[config.mk]
export PLATFORM = sky130hd
export DESIGN_NAME = txc_ctrl
export DESIGN_NICKNAME = d
export VERILOG_FILES = /design/src/txc_pkg.sv /design/src/txc_ctrl.sv
export SDC_FILE = /design/constraint.sdc
export NUM_CORES = 1
export LEC_CHECK = 0
export ABC_CLOCK_PERIOD_IN_PS = 1400
export BUFFER_PORTS_ARGS = -buffer_cell sky130_fd_sc_hd__buf_4
export CORE_AREA = 4 4 85 87
export DETAILED_ROUTE_END_ITERATION = 8
export DIE_AREA = 0 0 89 91
export HOLD_SLACK_MARGIN = 0.08
export PLACE_DENSITY = 0.74
export SLEW_MARGIN = 20
export SYNTH_ARGS = -nofsm -noshare
export SYNTH_HDL_FRONTEND = slang
export SYNTH_SLANG_ARGS = --single-unit
[constraint.sdc]
create_clock -name i_core_clk -period 1.4 [get_ports i_core_clk]
set_clock_uncertainty 0.15 [all_clocks]
set_input_delay 0.28 -clock i_core_clk [delete_from_list [all_inputs] [get_ports i_core_clk]]
set_output_delay 0.28 -clock i_core_clk [all_outputs]
set_load 0.02 [all_outputs]
[src/txc_pkg.sv]
// Package for the transmit control and FIFO configuration block.
// Assumes a single core clock; shared by the design and its testbench.
`default_nettype none

package txc_pkg;

  // Register offsets (byte addresses)
  localparam logic [7:0]  TXC_TX_CTRL_OFS   = 8'h70;
  localparam logic [7:0]  TXC_HARDWARE_CONFIGURATION_OFS    = 8'h74;
  localparam logic [7:0]  TXC_INT_STS_OFS   = 8'h78;
  localparam logic [7:0]  TXC_INT_MSK_OFS   = 8'h7c;
  localparam logic [7:0]  TXC_ALLOC_OFS     = 8'h80;

  // Transmit control bit positions
  localparam int          TXC_STOP_BIT      = 0;
  localparam int          TXC_ENABLE_BIT    = 1;
  localparam int          TXC_OVR_BIT       = 2;
  localparam int          TXC_DDISC_BIT     = 14;
  localparam int          TXC_SDISC_BIT     = 15;

  // Hardware configuration field positions
  localparam int          TXC_SIZE_LSB      = 16;
  localparam int          TXC_BWF_BIT       = 20;
  localparam int          TXC_TMODE_BIT     = 21;
  localparam int          TXC_STRAP_BIT     = 24;

  // Start level code position (threshold code sits in transmit control)
  localparam int          TXC_LVL_LSB       = 12;

  // Interrupt status bit positions
  localparam int          TXC_IRQ_SFULL     = 0;
  localparam int          TXC_IRQ_UNDER     = 1;
  localparam int          TXC_IRQ_HALT      = 2;

  // Reset values
  localparam logic [3:0]  TXC_SIZE_RST      = 4'h5;
  localparam logic [2:0]  TXC_MSK_RST       = 3'h0;

  // Memory split, in bytes
  localparam logic [14:0] TXC_TOTAL_BYTES   = 15'h4000;
  localparam logic [14:0] TXC_STS_BYTES     = 15'h0200;

  // Start levels in DWORDs for the 10 Mbit/s table
  localparam logic [7:0]  TXC_LVL0          = 8'h12;
  localparam logic [7:0]  TXC_LVL1          = 8'h18;
  localparam logic [7:0]  TXC_LVL2          = 8'h20;
  localparam logic [7:0]  TXC_LVL3          = 8'h28;

  typedef struct packed {
    logic [7:0]  addr;
    logic [31:0] wdata;
    logic        wr;
    logic        rd;
  } txc_bus_req_t;

  // Engine status toward the block
  typedef struct packed {
    logic       halted;
    logic       sts_full;
    logic       underrun;
    logic [7:0] data_dwords;
    logic       frame_whole;
  } txc_eng_t;

  // Controls toward the engine
  typedef struct packed {
    logic        run;
    logic        stop_req;
    logic        go;
    logic        sdiscard;
    logic        ddiscard;
    logic [14:0] tx_bytes;
    logic [14:0] txd_bytes;
    logic [14:0] rx_bytes;
  } txc_ctl_t;

endpackage : txc_pkg

`default_nettype wire

[src/txc_ctrl.sv]
// Transmit control and TX/RX FIFO memory configuration registers.
// Assumes a host register port on i_core_clk and a transmit engine on
// the same clock; the crossover strap arrives asynchronously from a pin.
//
// Function
// - Status discard bit flushes status, self-clears
// - Data discard bit flushes data, self-clears
// - Full status FIFO suspends unless overrun allowed
// - Status-full interrupt independent of overrun allow
// - Enable bit makes transmitter send FIFO data
// - Enable auto-clears once stopped after request
// - Stop request finishes frame, clears when halted
// - Writes to stop bit ignored while set
// - Bit 24 reads sampled crossover strap
// - Threshold mode picks table, ignored when buffering
// - Whole-frame buffering waits for complete frame
// - Threshold start otherwise, underrun flagged
// - FIFO size in KB, resets to five
// - 512 bytes status, rest data FIFO
// - RX gets 16KB minus TX allocation
// - Threshold code selects 12h/18h/20h/28h DWORDs
//
// Implementation choice: strobed register access.
`timescale 1ns/1ps
`default_nettype none

module txc_ctrl
  import txc_pkg::*;
(
  // Clock and reset
  input  wire logic                  i_core_clk,
  input  wire logic                  i_srst,
  // Register port
  input  wire txc_pkg::txc_bus_req_t i_bus,
  output logic [31:0]                o_rdata,
  // Strap pin
  input  wire logic                  i_crossover_strap,
  // Transmit engine
  input  wire txc_pkg::txc_eng_t     i_eng,
  output txc_pkg::txc_ctl_t          o_ctl,
  // Interrupt
  output logic                       o_irq
);
  import txc_pkg::*;

  // Transmit control fields
  logic        stop_r;
  logic        stop_nxt;
  logic        enable_r;
  logic        enable_nxt;
  logic        ovr_r;
  logic [1:0]  lvl_r;

  // Hardware configuration fields
  logic        tmode_r;
  logic        bwf_r;
  logic [3:0]  size_r;

  // Strap synchroniser
  logic        strap_s1_r;
  logic        strap_s2_r;

  // Interrupt state
  logic [2:0]  sts_r;
  logic [2:0]  sts_nxt;
  logic [2:0]  msk_r;
  logic        sfull_d_r;
  logic        halt_d_r;
  logic [2:0]  ev;

  // Bus decode
  logic        wr_ctrl;
  logic        wr_hw;
  logic        wr_msk;
  logic        rd_sts;

  // Start decision and memory split
  logic [7:0]  level;
  logic        start_ok;
  logic        stopped;
  logic [14:0] tx_bytes;
  logic [14:0] txd_bytes;
  logic [14:0] rx_bytes;

  // Register images and engine controls
  logic [31:0] ctrl_word;
  logic [31:0] hw_word;
  logic [31:0] alloc_word;
  logic [31:0] rdata_nxt;
  txc_ctl_t    ctl_nxt;

  // Start level lookup, 10 Mbit/s table
  function automatic logic [7:0] txc_level(input logic [1:0] code);
    unique case (code)
      2'h0: txc_level = TXC_LVL0;
      2'h1: txc_level = TXC_LVL1;
      2'h2: txc_level = TXC_LVL2;
      default: txc_level = TXC_LVL3;
    endcase
  endfunction : txc_level

  // KB count to bytes
  function automatic logic [14:0] txc_kb(input logic [3:0] kb);
    txc_kb = {1'b0, kb, 10'h000};
  endfunction : txc_kb

  // Address match against a register offset
  function automatic logic txc_hit(input logic [7:0] addr, input logic [7:0] ofs);
    txc_hit = (addr == ofs);
  endfunction : txc_hit

  assign wr_ctrl = i_bus.wr && txc_hit(i_bus.addr, TXC_TX_CTRL_OFS);
  assign wr_hw   = i_bus.wr && txc_hit(i_bus.addr, TXC_HARDWARE_CONFIGURATION_OFS);
  assign wr_msk  = i_bus.wr && txc_hit(i_bus.addr, TXC_INT_MSK_OFS);
  assign rd_sts  = i_bus.rd && txc_hit(i_bus.addr, TXC_INT_STS_OFS);
  assign stopped = stop_r && i_eng.halted;

  // Strap synchroniser, first stage; only the second stage is read
  always_ff @(posedge i_core_clk)
  begin
    if (i_srst)
      strap_s1_r <= 1'b0;
    else
      strap_s1_r <= i_crossover_strap;
  end

  // Strap synchroniser, second stage
  always_ff @(posedge i_core_clk)
  begin
    if (i_srst)
      strap_s2_r <= 1'b0;
    else
      strap_s2_r <= strap_s1_r;
  end

  // Stop request; a write cannot drop it while set
  always_comb
  begin
    stop_nxt = stop_r;
    if (stopped)
      stop_nxt = 1'b0;
    else if (wr_ctrl && !stop_r)
      stop_nxt = i_bus.wdata[TXC_STOP_BIT];
  end

  always_ff @(posedge i_core_clk)
  begin
    if (i_srst)
      stop_r <= 1'b0;
    else
      stop_r <= stop_nxt;
  end

  // Enable; halt completion wins over a racing write
  always_comb
  begin
    enable_nxt = enable_r;
    if (stopped)
      enable_nxt = 1'b0;
    else if (wr_ctrl)
      enable_nxt = i_bus.wdata[TXC_ENABLE_BIT];
  end

  always_ff @(posedge i_core_clk)
  begin
    if (i_srst)
      enable_r <= 1'b0;
    else
      enable_r <= enable_nxt;
  end

  // Overrun allow
  always_ff @(posedge i_core_clk)
  begin
    if (i_srst)
      ovr_r <= 1'b0;
    else if (wr_ctrl)
      ovr_r <= i_bus.wdata[TXC_OVR_BIT];
  end

  // Start level code, consulted only in threshold mode
  always_ff @(posedge i_core_clk)
  begin
    if (i_srst)
      lvl_r <= 2'h0;
    else if (wr_ctrl)
      lvl_r <= i_bus.wdata[TXC_LVL_LSB +: 2];
  end

  // Hardware configuration below; no interlock against a running engine,
  // so a write while TX or RX runs takes effect at once
  always_ff @(posedge i_core_clk)
  begin
    if (i_srst)
      tmode_r <= 1'b0;
    else if (wr_hw)
      tmode_r <= i_bus.wdata[TXC_TMODE_BIT];
  end

  // Whole-frame buffering
  always_ff @(posedge i_core_clk)
  begin
    if (i_srst)
      bwf_r <= 1'b0;
    else if (wr_hw)
      bwf_r <= i_bus.wdata[TXC_BWF_BIT];
  end

  // FIFO size; out-of-range values are the host's to avoid
  always_ff @(posedge i_core_clk)
  begin
    if (i_srst)
      size_r <= TXC_SIZE_RST;
    else if (wr_hw)
      size_r <= i_bus.wdata[TXC_SIZE_LSB +: 4];
  end

  // Start level for the 10 Mbit/s table
  always_comb
  begin
    level = txc_level(lvl_r);
  end

  // Start decision
  always_comb
  begin
    if (bwf_r)
      start_ok = i_eng.frame_whole;
    else if (tmode_r)
      start_ok = i_eng.data_dwords >= level;
    else
      // 100 Mbit/s table lies outside this block; start on any data
      start_ok = i_eng.data_dwords != 8'h00;
  end

  // Memory split, shared by the engine controls and the read mux
  always_comb
  begin
    tx_bytes  = txc_kb(size_r);
    txd_bytes = 15'(tx_bytes - TXC_STS_BYTES);
    rx_bytes  = 15'(TXC_TOTAL_BYTES - tx_bytes);
  end

  // Engine controls; the status-full gate applies only without overrun allow
  always_comb
  begin
    ctl_nxt           = '0;
    ctl_nxt.run       = enable_r && (ovr_r || !i_eng.sts_full);
    ctl_nxt.stop_req  = stop_r;
    ctl_nxt.go        = start_ok;
    ctl_nxt.sdiscard  = wr_ctrl && i_bus.wdata[TXC_SDISC_BIT];
    ctl_nxt.ddiscard  = wr_ctrl && i_bus.wdata[TXC_DDISC_BIT];
    ctl_nxt.tx_bytes  = tx_bytes;
    ctl_nxt.txd_bytes = txd_bytes;
    ctl_nxt.rx_bytes  = rx_bytes;
  end

  // Registered so every engine control leaves a flop
  always_ff @(posedge i_core_clk)
  begin
    if (i_srst)
      o_ctl <= '0;
    else
      o_ctl <= ctl_nxt;
  end

  // Interrupt events: status-full and halt on rising edges; underrun is a level, gated off while buffering whole frames
  always_comb
  begin
    ev                = 3'h0;
    ev[TXC_IRQ_SFULL] = i_eng.sts_full && !sfull_d_r;
    ev[TXC_IRQ_UNDER] = i_eng.underrun && !bwf_r;
    ev[TXC_IRQ_HALT]  = stopped && !halt_d_r;
  end

  // Edge history; both idle low out of reset, so no false edge follows it
  always_ff @(posedge i_core_clk)
  begin
    if (i_srst)
      sfull_d_r <= 1'b0;
    else
      sfull_d_r <= i_eng.sts_full;
  end

  always_ff @(posedge i_core_clk)
  begin
    if (i_srst)
      halt_d_r <= 1'b0;
    else
      halt_d_r <= stopped;
  end

  // New event wins over the clearing read, so none is lost
  always_comb
  begin
    sts_nxt = (rd_sts ? 3'h0 : sts_r) | ev;
  end

  // Sticky status
  always_ff @(posedge i_core_clk)
  begin
    if (i_srst)
      sts_r <= 3'h0;
    else
      sts_r <= sts_nxt;
  end

  // Interrupt mask
  always_ff @(posedge i_core_clk)
  begin
    if (i_srst)
      msk_r <= TXC_MSK_RST;
    else if (wr_msk)
      msk_r <= i_bus.wdata[2:0];
  end

  // Level output from the next status, so it rises with the event
  always_ff @(posedge i_core_clk)
  begin
    if (i_srst)
      o_irq <= 1'b0;
    else
      o_irq <= |(sts_nxt & msk_r);
  end

  // Register images; discard bits are pulses and always read zero
  always_comb
  begin
    ctrl_word                   = 32'h0000_0000;
    ctrl_word[TXC_STOP_BIT]     = stop_r;
    ctrl_word[TXC_ENABLE_BIT]   = enable_r;
    ctrl_word[TXC_OVR_BIT]      = ovr_r;
    ctrl_word[TXC_LVL_LSB +: 2] = lvl_r;
  end

  always_comb
  begin
    hw_word                     = 32'h0000_0000;
    hw_word[TXC_STRAP_BIT]      = strap_s2_r;
    hw_word[TXC_TMODE_BIT]      = tmode_r;
    hw_word[TXC_BWF_BIT]        = bwf_r;
    hw_word[TXC_SIZE_LSB +: 4]  = size_r;
  end

  always_comb
  begin
    alloc_word                  = 32'h0000_0000;
    alloc_word[14:0]            = txd_bytes;
    alloc_word[30:16]           = rx_bytes;
  end

  // Read mux; unmapped offsets read zero
  always_comb
  begin
    rdata_nxt = 32'h0000_0000;
    unique case (i_bus.addr)
      TXC_TX_CTRL_OFS: rdata_nxt      = ctrl_word;
      TXC_HARDWARE_CONFIGURATION_OFS:  rdata_nxt      = hw_word;
      TXC_INT_STS_OFS: rdata_nxt[2:0] = sts_r;
      TXC_INT_MSK_OFS: rdata_nxt[2:0] = msk_r;
      TXC_ALLOC_OFS:   rdata_nxt      = alloc_word;
      default:         rdata_nxt      = 32'h0000_0000;
    endcase
  end

  always_ff @(posedge i_core_clk)
  begin
    if (i_srst)
      o_rdata <= 32'h0000_0000;
    else if (i_bus.rd)
      o_rdata <= rdata_nxt;
    else
      o_rdata <= 32'h0000_0000;
  end

endmodule : txc_ctrl

`default_nettype wire

== After elaboration in Yosys (flattened, before gate mapping) ==
Cells that the tools add are included.
Storage, ports and cells
  register bits: 104
  logic and storage cells: 66
Cells by class
  equal/unequal tests: 7
  bitwise operators: 3
  add/subtract/negate cells: 2
  reduce and logical (&&, ||, !) cells: 23
  multiplexer cells: 6
  $lt $le $gt $ge: 1
Operators with widths (count)
  $pmux 28 s3: 1
  $eq 8x7->1 const B: 4
  $pmux 6 s3: 1
  $sub 14x10->15 const B: 1
  $sub 15x14->15 const A: 1
  $logic_and 1x1->1: 12
  $pmux 3 s4: 1
  $eq 8x8->1 const B: 1
  $ge 8x8->1: 1
  $reduce_bool 8->1: 1
  $logic_not 1->1: 5
  $reduce_or 2->1: 2
  $and 3x3->3: 1
  $mux 3: 1
  $or 3x3->3: 1
  $reduce_or 3->1: 1
  $eq 2x1->1 const B: 1
  $eq 2x2->1 const B: 1
  $logic_not 2->1: 1
  $mux 1: 2
  $logic_or 1x1->1: 1
  $not 1->1: 1

== Logic depth before layout (Yosys ltp) ==
Gate-level depths: netlist of the first run.
  depth after elaboration: 6
  depth in mapped cells: 6

== Worst setup path after synthesis of the first run ==
No wires, ideal clock.
  kind: in2reg
  start point: in i_bus[41] (netlist name)
  end point: reg stop_r
  buffers on the path: 0
  cell stages on the path: 4
  slack: -71 ps
  data arrival time: 1252 ps
  cell sequence: and4b_4 nand4_4 or3b_1 a21oi_1
On the way
  longest elaborated chain between the ends: 3
Ends and longest elaborated chain
  start, declared: RTL line txc_ctrl.sv:34  | input wire txc_pkg::txc_bus_req_t i_bus,
  $eq 8x7->1: RTL line txc_ctrl.sv:109  | txc_hit = (addr == ofs);
  $logic_and 1x1->1: RTL line txc_ctrl.sv:112  | assign wr_ctrl = i_bus.wr && txc_hit(i_bus.addr, TXC_TX_CTRL_OFS);
  $logic_and 1x1->1: RTL line txc_ctrl.sv:142  | else if (wr_ctrl && !stop_r)
  end signal, assigned: RTL line txc_ctrl.sv:151  | stop_r <= stop_nxt;
  end, declared: RTL line txc_ctrl.sv:47  | logic stop_r;
No other way between the ends.
A chain may end at the register's enable or synchronous reset.

== Worst setup path after layout of the first run ==
  start point: reg lvl_r[0]
  end point: reg o_ctl[47] (netlist name)
On the way
  longest elaborated chain between the ends: 5
Ends and longest elaborated chain
  start, declared: RTL line txc_ctrl.sv:52  | logic [1:0] lvl_r;
  start signal, assigned: RTL line txc_ctrl.sv:187  | lvl_r <= i_bus.wdata[TXC_LVL_LSB +: 2];
  $eq 2x2->1 (tied with other cells): RTL line txc_ctrl.sv:94  | unique case (code)
  $pmux 6 s3 (*): RTL line txc_ctrl.sv:94
  $ge 8x8->1 (*): RTL line txc_ctrl.sv:230  | start_ok = i_eng.data_dwords >= level;
  $mux 1 (*): RTL line txc_ctrl.sv:229  | else if (tmode_r)
  $mux 1 (*): RTL line txc_ctrl.sv:227  | if (bwf_r)
  end signal, assigned: RTL line txc_ctrl.sv:264  | o_ctl <= ctl_nxt;
  end, declared: RTL line txc_ctrl.sv:40  | output txc_pkg::txc_ctl_t o_ctl,
Every way passes the cells marked *; elsewhere a longest branch is shown, timed or not.

==> reports/results.txt, run 1 <==
Outcome - completed
TritonCTS clock tree - done
PD cells - 1040 mW/mm^2
Initial antenna violation count - 0
Peak VDD IR - 0.852 mV
Final worst path period share - 0.994
Area share of the largest cell type after synthesis - 0.487
First-pass GRT wire length - 9220 um
Detail Route Antenna Nets - 0
DRT Pass-1 Iters - 4
Vias in the first global route - 1992
Flops & latches, synth - 62
Io pins - 140
CTS Sinks - 62
Total GRT Usage - 0.146
Core area - 0.00635 mm^2
Async set-reset flop share out of synthesis - 0
MaxCap Viol Count - 0
Grt ovf - 0
CTS buffer count - 9
Slew Limit Fails - 0
Clk pin slew, worst setup/hold paths - 0.06 ns
Crit-path max FO - 2
Largest net degree at the start of global routing - 16
Crit Path Class - flip-flop to flip-flop
HP Start - i_eng[11]
Final setup viols - 0
Die footprint - 0.00810 mm^2
Synth unique cells - 44
Via density - 4.51
Starting Density - 0.401
Post-synth EDFFs - 0
Leak Pwr - 1.69 nW
Reg2reg start - lvl_r[0]
Achievable Freq - 0.718 GHz
Most used DFF post-synth - dfxtp_1
Layout Cells excl Fill - 455
Placer congestion estimate - 0.783
Tmin final - 1.39 ns
Hold path depth - 3
Worst Reg-to-Reg Cells - 6
Yosys warning count - 0
Fillers - 560
Layout area overhead - 40.7%
# placed instances - 421
Horiz. Die Dim - 89 um
Unrepaired setup endpoints after global routing - yes
HP Class - primary input to flip-flop
# diodes - 0
Syn Inst Count - 255
Final net count - 435
Leading area contributor after synthesis - dfxtp_1
CP Capture Type - flip-flop
Root Buffer - clkbuf_8
Max Buffers Root-to-Sink - 2
Largest cells by area after synthesis - dfxtp_1 49%, buf_4 13%, nor2_1 5.0%, mux2i_1 4.3%, and2_1 2.5%
H-tree depth - 3
Final Hold Viols - 0
FP Rows - 29
Layout cell share with drive strength beyond 1 - 0.344
Final WL - 5910 um
DP HPWL - 4550 um
Worst Setup SP - lvl_r[0]
Cell Area, Synth - 0.00255 mm^2
Worst Path Required - 1.47 ns
CP arrival - 1.47 ns
Average size of a mapped cell - 9.99 um^2
Worst skew pair latency - 0.33 ns
Port bufs - 79
Via Count - 2050
Die Y - 91 um
DRT iter0 DRCs - 34
Setup tns final - 0 ns
Post-DR wirelength/cell - 13.0 um
# DRC - 0
Crit start category - flip-flop
Sequential-to-total area share from yosys stat - 0.487
-- per-layer routing --
layer | part of all wire | track usage | vias up
met5 | 0 | 0 | -
met4 | 0.033 | 0.0844 | 0
met3 | 0.093 | 0.0317 | 19
met2 | 0.48 | 0.247 | 99
met1 | 0.39 | 0.165 | 930
li1 | - | - | 1002
-- what timing repair did --
action,in CTS,in global routing
gates resized for setup,3,5
pin swaps,1,6
setup buffers,0,1
hold buffers,17,0
endpoints found under the hold margin,18,0
endpoints found under the setup margin,5,6
-- worst max-delay path: stages, from the launching register on --
cell,delay (ns)
dfxtp_2,0.32
nor2_2,0.10
ha_1,0.23
nor2b_1,0.12
o21ai_1,0.12
a21oi_1,0.08
o21a_1,0.16
-- state kept, by name (all words and copies together) (netlist names), 2 cells and up --
signal	cells
lvl_r	2
sts_r	3
size_r	4
o_rdata	21
o_ctl	19
msk_r	3
-- cells in the mapped netlist, types with 3 or more instances --
library cell / number
and2_1: 10
o21ai_0: 4
clkbuf_1: 3
inv_1: 11
buf_4: 43
nor2b_1: 10
dfxtp_1: 62
nor3_1: 4
nand2b_1: 4
mux2i_1: 11
a22oi_1: 3
nand2_1: 6
mux2_2: 3
ha_1: 5
a21oi_1: 5
nor2_1: 34
-- report_power, final --
group / total, mW / leakage [nW] / switching (mW) / internal (mW)
Combinational: 0.387 / 1.08 / 0.223 / 0.163
Sequential: 1.79 / 0.504 / 0.00693 / 1.78
Clock: 1.55 / 0.106 / 0.643 / 0.910
Total: 3.73 / 1.69 / 0.873 / 2.86
-- cells by family after synthesis --
| kind of cell | synth area share |
|---|---|
| mux | 0.0565 |
| simple gates | 0.220 |
| flops | 0.487 |
| other cells | 0.00147 |
| compound gates | 0.0526 |
| buf+inv | 0.151 |
| xor+xnor | 0.00688 |
| fa+ha+maj | 0.0246 |
-- layout by cell type (no fill, tap or decap), drive strengths merged, types with 2 or more instances in the layout --
cell	n
nor3b	2
nand3	2
a21oi	5
nor2b	10
nor3	4
a32o	2
and2	10
mux2i	11
nand2	6
clkbuf	12
nand2b	4
conb	41
inv	11
o21ai	4
and3	3
dfxtp	62
or3b	2
dlygate4sd3	17
ha	5
and4b	2
nand3b	2
mux2	3
nor2	36
buf	98
clkinv	3
nor4	3
nand4	3
a22oi	3
xor2	2
-- area by class of cell --
| class | instances | area [um^2] | share of cell area |
|---|---|---|---|
| sequential | 62 | 1240 | 0.347 |
| multi-input combinational | 174 | 1100 | 0.306 |
| timing repair buffer | 115 | 906 | 0.253 |
| clock buffer | 12 | 155 | 0.0433 |
| tap | 77 | 96.3 | 0.0269 |
| clock inverter | 4 | 45.0 | 0.0126 |
| inverter | 11 | 41.3 | 0.0115 |
-- through the flow --
stage	worst slack, ns	hold WS, ns	instance area (um^2)	power [mW]	utilization
global route	-0.0568	0.122	3580	3.87	0.564
detailed placement	-0.206	0.268	3180	2.18	0.501
floorplan	-0.0521	0.256	2700	2.11	-
finish	0.00814	0.113	3580	3.73	0.564
CTS	-0.00240	0.0970	3550	3.76	0.560
global placement	-0.183	0.262	3180	2.17	0.501
-- final timing paths --
| path | end | slack, ns |
|---|---|---|
| worst max-delay path | o_ctl[47] | 0.008 |
| worst min register to register | o_rdata[24] | 0.28 |
| worst max register to register | o_ctl[47] | 0.008 |
| worst min-delay path | halt_d_r | 0.11 |
Power figures use the tool's default switching activity.
==> inputs of run 2 (changes only) <==
Settings changed: CELL_PAD_IN_SITES_DETAIL_PLACEMENT set to 2, CELL_PAD_IN_SITES_GLOBAL_PLACEMENT set to 2, CORE_AREA 4 4 85 87 to 4 4 108 120, DIE_AREA 0 0 89 91 to 0 0 112 124, PLACE_DENSITY 0.74 to 0.73.
==> run 2 against run 1 <==
  * The flow now finishes with violations (setup timing)
  * Critical path depth is the same
  * Combinational power grew 5.4%
  * Sequential power is essentially flat
  * Sequential share of layout area shrank 2.7 points
  * Core utilization shrank 23 points
  * Via count grew 3.3%
  * Count of clock-buffer cells in the layout shrank 1
  * Critical path type unchanged
  * Largest cell class unchanged
==> reports/results.txt, run 2 (synthesis gave the netlist of run 1 again) <==
Outcome - finished with violations
Failing checks - setup timing
Fillers - 1303
Post-DR wirelength/cell - 14.3 um
Worst Path Required - 1.48 ns
Crit start category - flip-flop
Achievable Freq - 0.705 GHz
TritonCTS clock tree - done
H-tree depth - 3
Most frequent cells in the layout - 107 x buf_4, 58 x dfxtp_1, 41 x conb_1
FP Rows - 42
Layout area overhead - 53.1%
Starting Density - 0.215
Largest net degree at the start of global routing - 17
Max reg flops - 21
CP arrival - 1.50 ns
Via Count - 2117
Die footprint - 0.0139 mm^2
DP HPWL - 6080 um
Via density - 3.91
CP max-delay cell - dfxtp_2
Top reg by flops - o_rdata
Layout Cells excl Fill - 541
CP Capture Type - flip-flop
Vias in the first global route - 2311
Clk pin slew, worst setup/hold paths - 0.05 ns
Horiz. Die Dim - 112 um
Pre-CTS setup slack - -0.272 ns
Die Y - 124 um
Min Hold Slack - 0.133 ns
Root Buffer - clkbuf_16
# placed instances - 510
Tmin final - 1.42 ns
Unrepaired setup endpoints after global routing - yes
Largest regs - o_rdata: 21 flops, o_ctl: 19 flops, size_r: 4 flops
DRT iter0 DRCs - 79
Setup bufs post-CTS - 0
CTS Sinks - 62
Port bufs - 79
Peak VDD IR - 0.559 mV
Final net count - 444
Layout cell share with drive strength beyond 1 - 0.382
Detail Route Antenna Nets - 0
Commonest non-fill, non-tap cell in the layout - buf_4
Number of buffers and inverters on the critical path - 0
Crit-path max FO - 2
MaxCap Viol Count - 0
# diodes - 0
Worst skew pair latency - 0.33 ns
Final worst path period share - 1.01
HP Class - primary input to flip-flop
Core area - 0.0118 mm^2
CTS buffer count - 9
CP top delay family - compound AO/OA/AOI/OAI gates
Max Buffers Root-to-Sink - 2
First-pass GRT wire length - 12100 um
Total GRT Usage - 0.114
Final setup viols - 1
PD cells - 1140 mW/mm^2
Initial antenna violation count - 0
Io pins - 140
Final Hold Viols - 0
Grt ovf - 0
Final WL - 7750 um
Setup slack after layout - -0.0189 ns
Crit Path Class - flip-flop to flip-flop
Placer congestion estimate - 0.796
DRT Pass-1 Iters - 4
Crit-path cells - nor2_4 > ha_1 > nor2b_4 > o21ai_1 > a21oi_1 > o21a_1
Leak Pwr - 1.80 nW
CP max stage delay - 0.35 ns
Slew Limit Fails - 0
# DRC - 0
==> run 2: cell count changes in the layout (fill, tap and decap cells not counted), sizes merged <==
cell / delta
buf: +10
clkbuf: -1
clkinv: +1
dlygate4sd3: -1
==> run 2: where the power goes <==
group	switching [mW]	total (mW)	internal, mW
Sequential	0.00667	1.79	1.78
Combinational	0.237	0.408	0.171
Clock	0.789	2.26	1.47
==> run 2: metal layers <==
layer / vias up / wire (um) / track usage
met5: - / 0 / 0
li1: 1018 / - / -
met3: 16 / 562 / 0.0413
met1: 996 / 2810 / 0.110
met2: 87 / 4160 / 0.214
met4: 0 / 221 / 0.0609
==> run 2: final timing paths <==
check                           startpoint          end  slack, ns  cells past startpoint
worst min-delay path              i_eng[7]    o_ctl[47]       0.13                      4
worst min register to register  strap_s2_r  o_rdata[24]       0.28                      1
worst max register to register    lvl_r[0]    o_ctl[47]      -0.02                      6
worst max-delay path              lvl_r[0]    o_ctl[47]      -0.02                      6
==> run 2: what timing repair did <==
| item | 4_1_cts | 5_1_grt |
|---|---|---|
| gates resized for setup | 4 | 13 |
| endpoints found under the setup margin | 6 | 12 |
| pin swaps | 1 | 5 |
| hold buffers | 16 | 0 |
| cloned | 0 | 0 |
| endpoints found under the hold margin | 16 | 0 |
==> run 2: worst min-delay path: stages <==
cell	delay [ns]
buf_4	0.08
nor3_1	0.05
nand3b_1	0.07
o21a_1	0.11
==> run 2: through the flow <==
step | power (mW) | instance area, um^2 | utilization | TNS, ns
after floorplan | 2.11 | 2700 | - | -0.321
after global placement | 2.19 | 3380 | 0.286 | -4.88
after detailed placement | 2.20 | 3380 | 0.286 | -6.08
after CTS | 4.51 | 3850 | 0.326 | -0.0365
after global routing | 4.64 | 3900 | 0.330 | -0.0784
final | 4.46 | 3900 | 0.330 | -0.0189
==> run 2: layout make-up <==
type	count	area [um^2]	share of cell area
Multi-Input combinational cell	174	1120	0.288
Sequential cell	62	1250	0.320
Inverter	11	41.3	0.0106
Clock inverter	5	57.6	0.0148
Clock buffer	11	253	0.0648
Timing Repair Buffer	124	983	0.252
Tap cell	154	193	0.0494
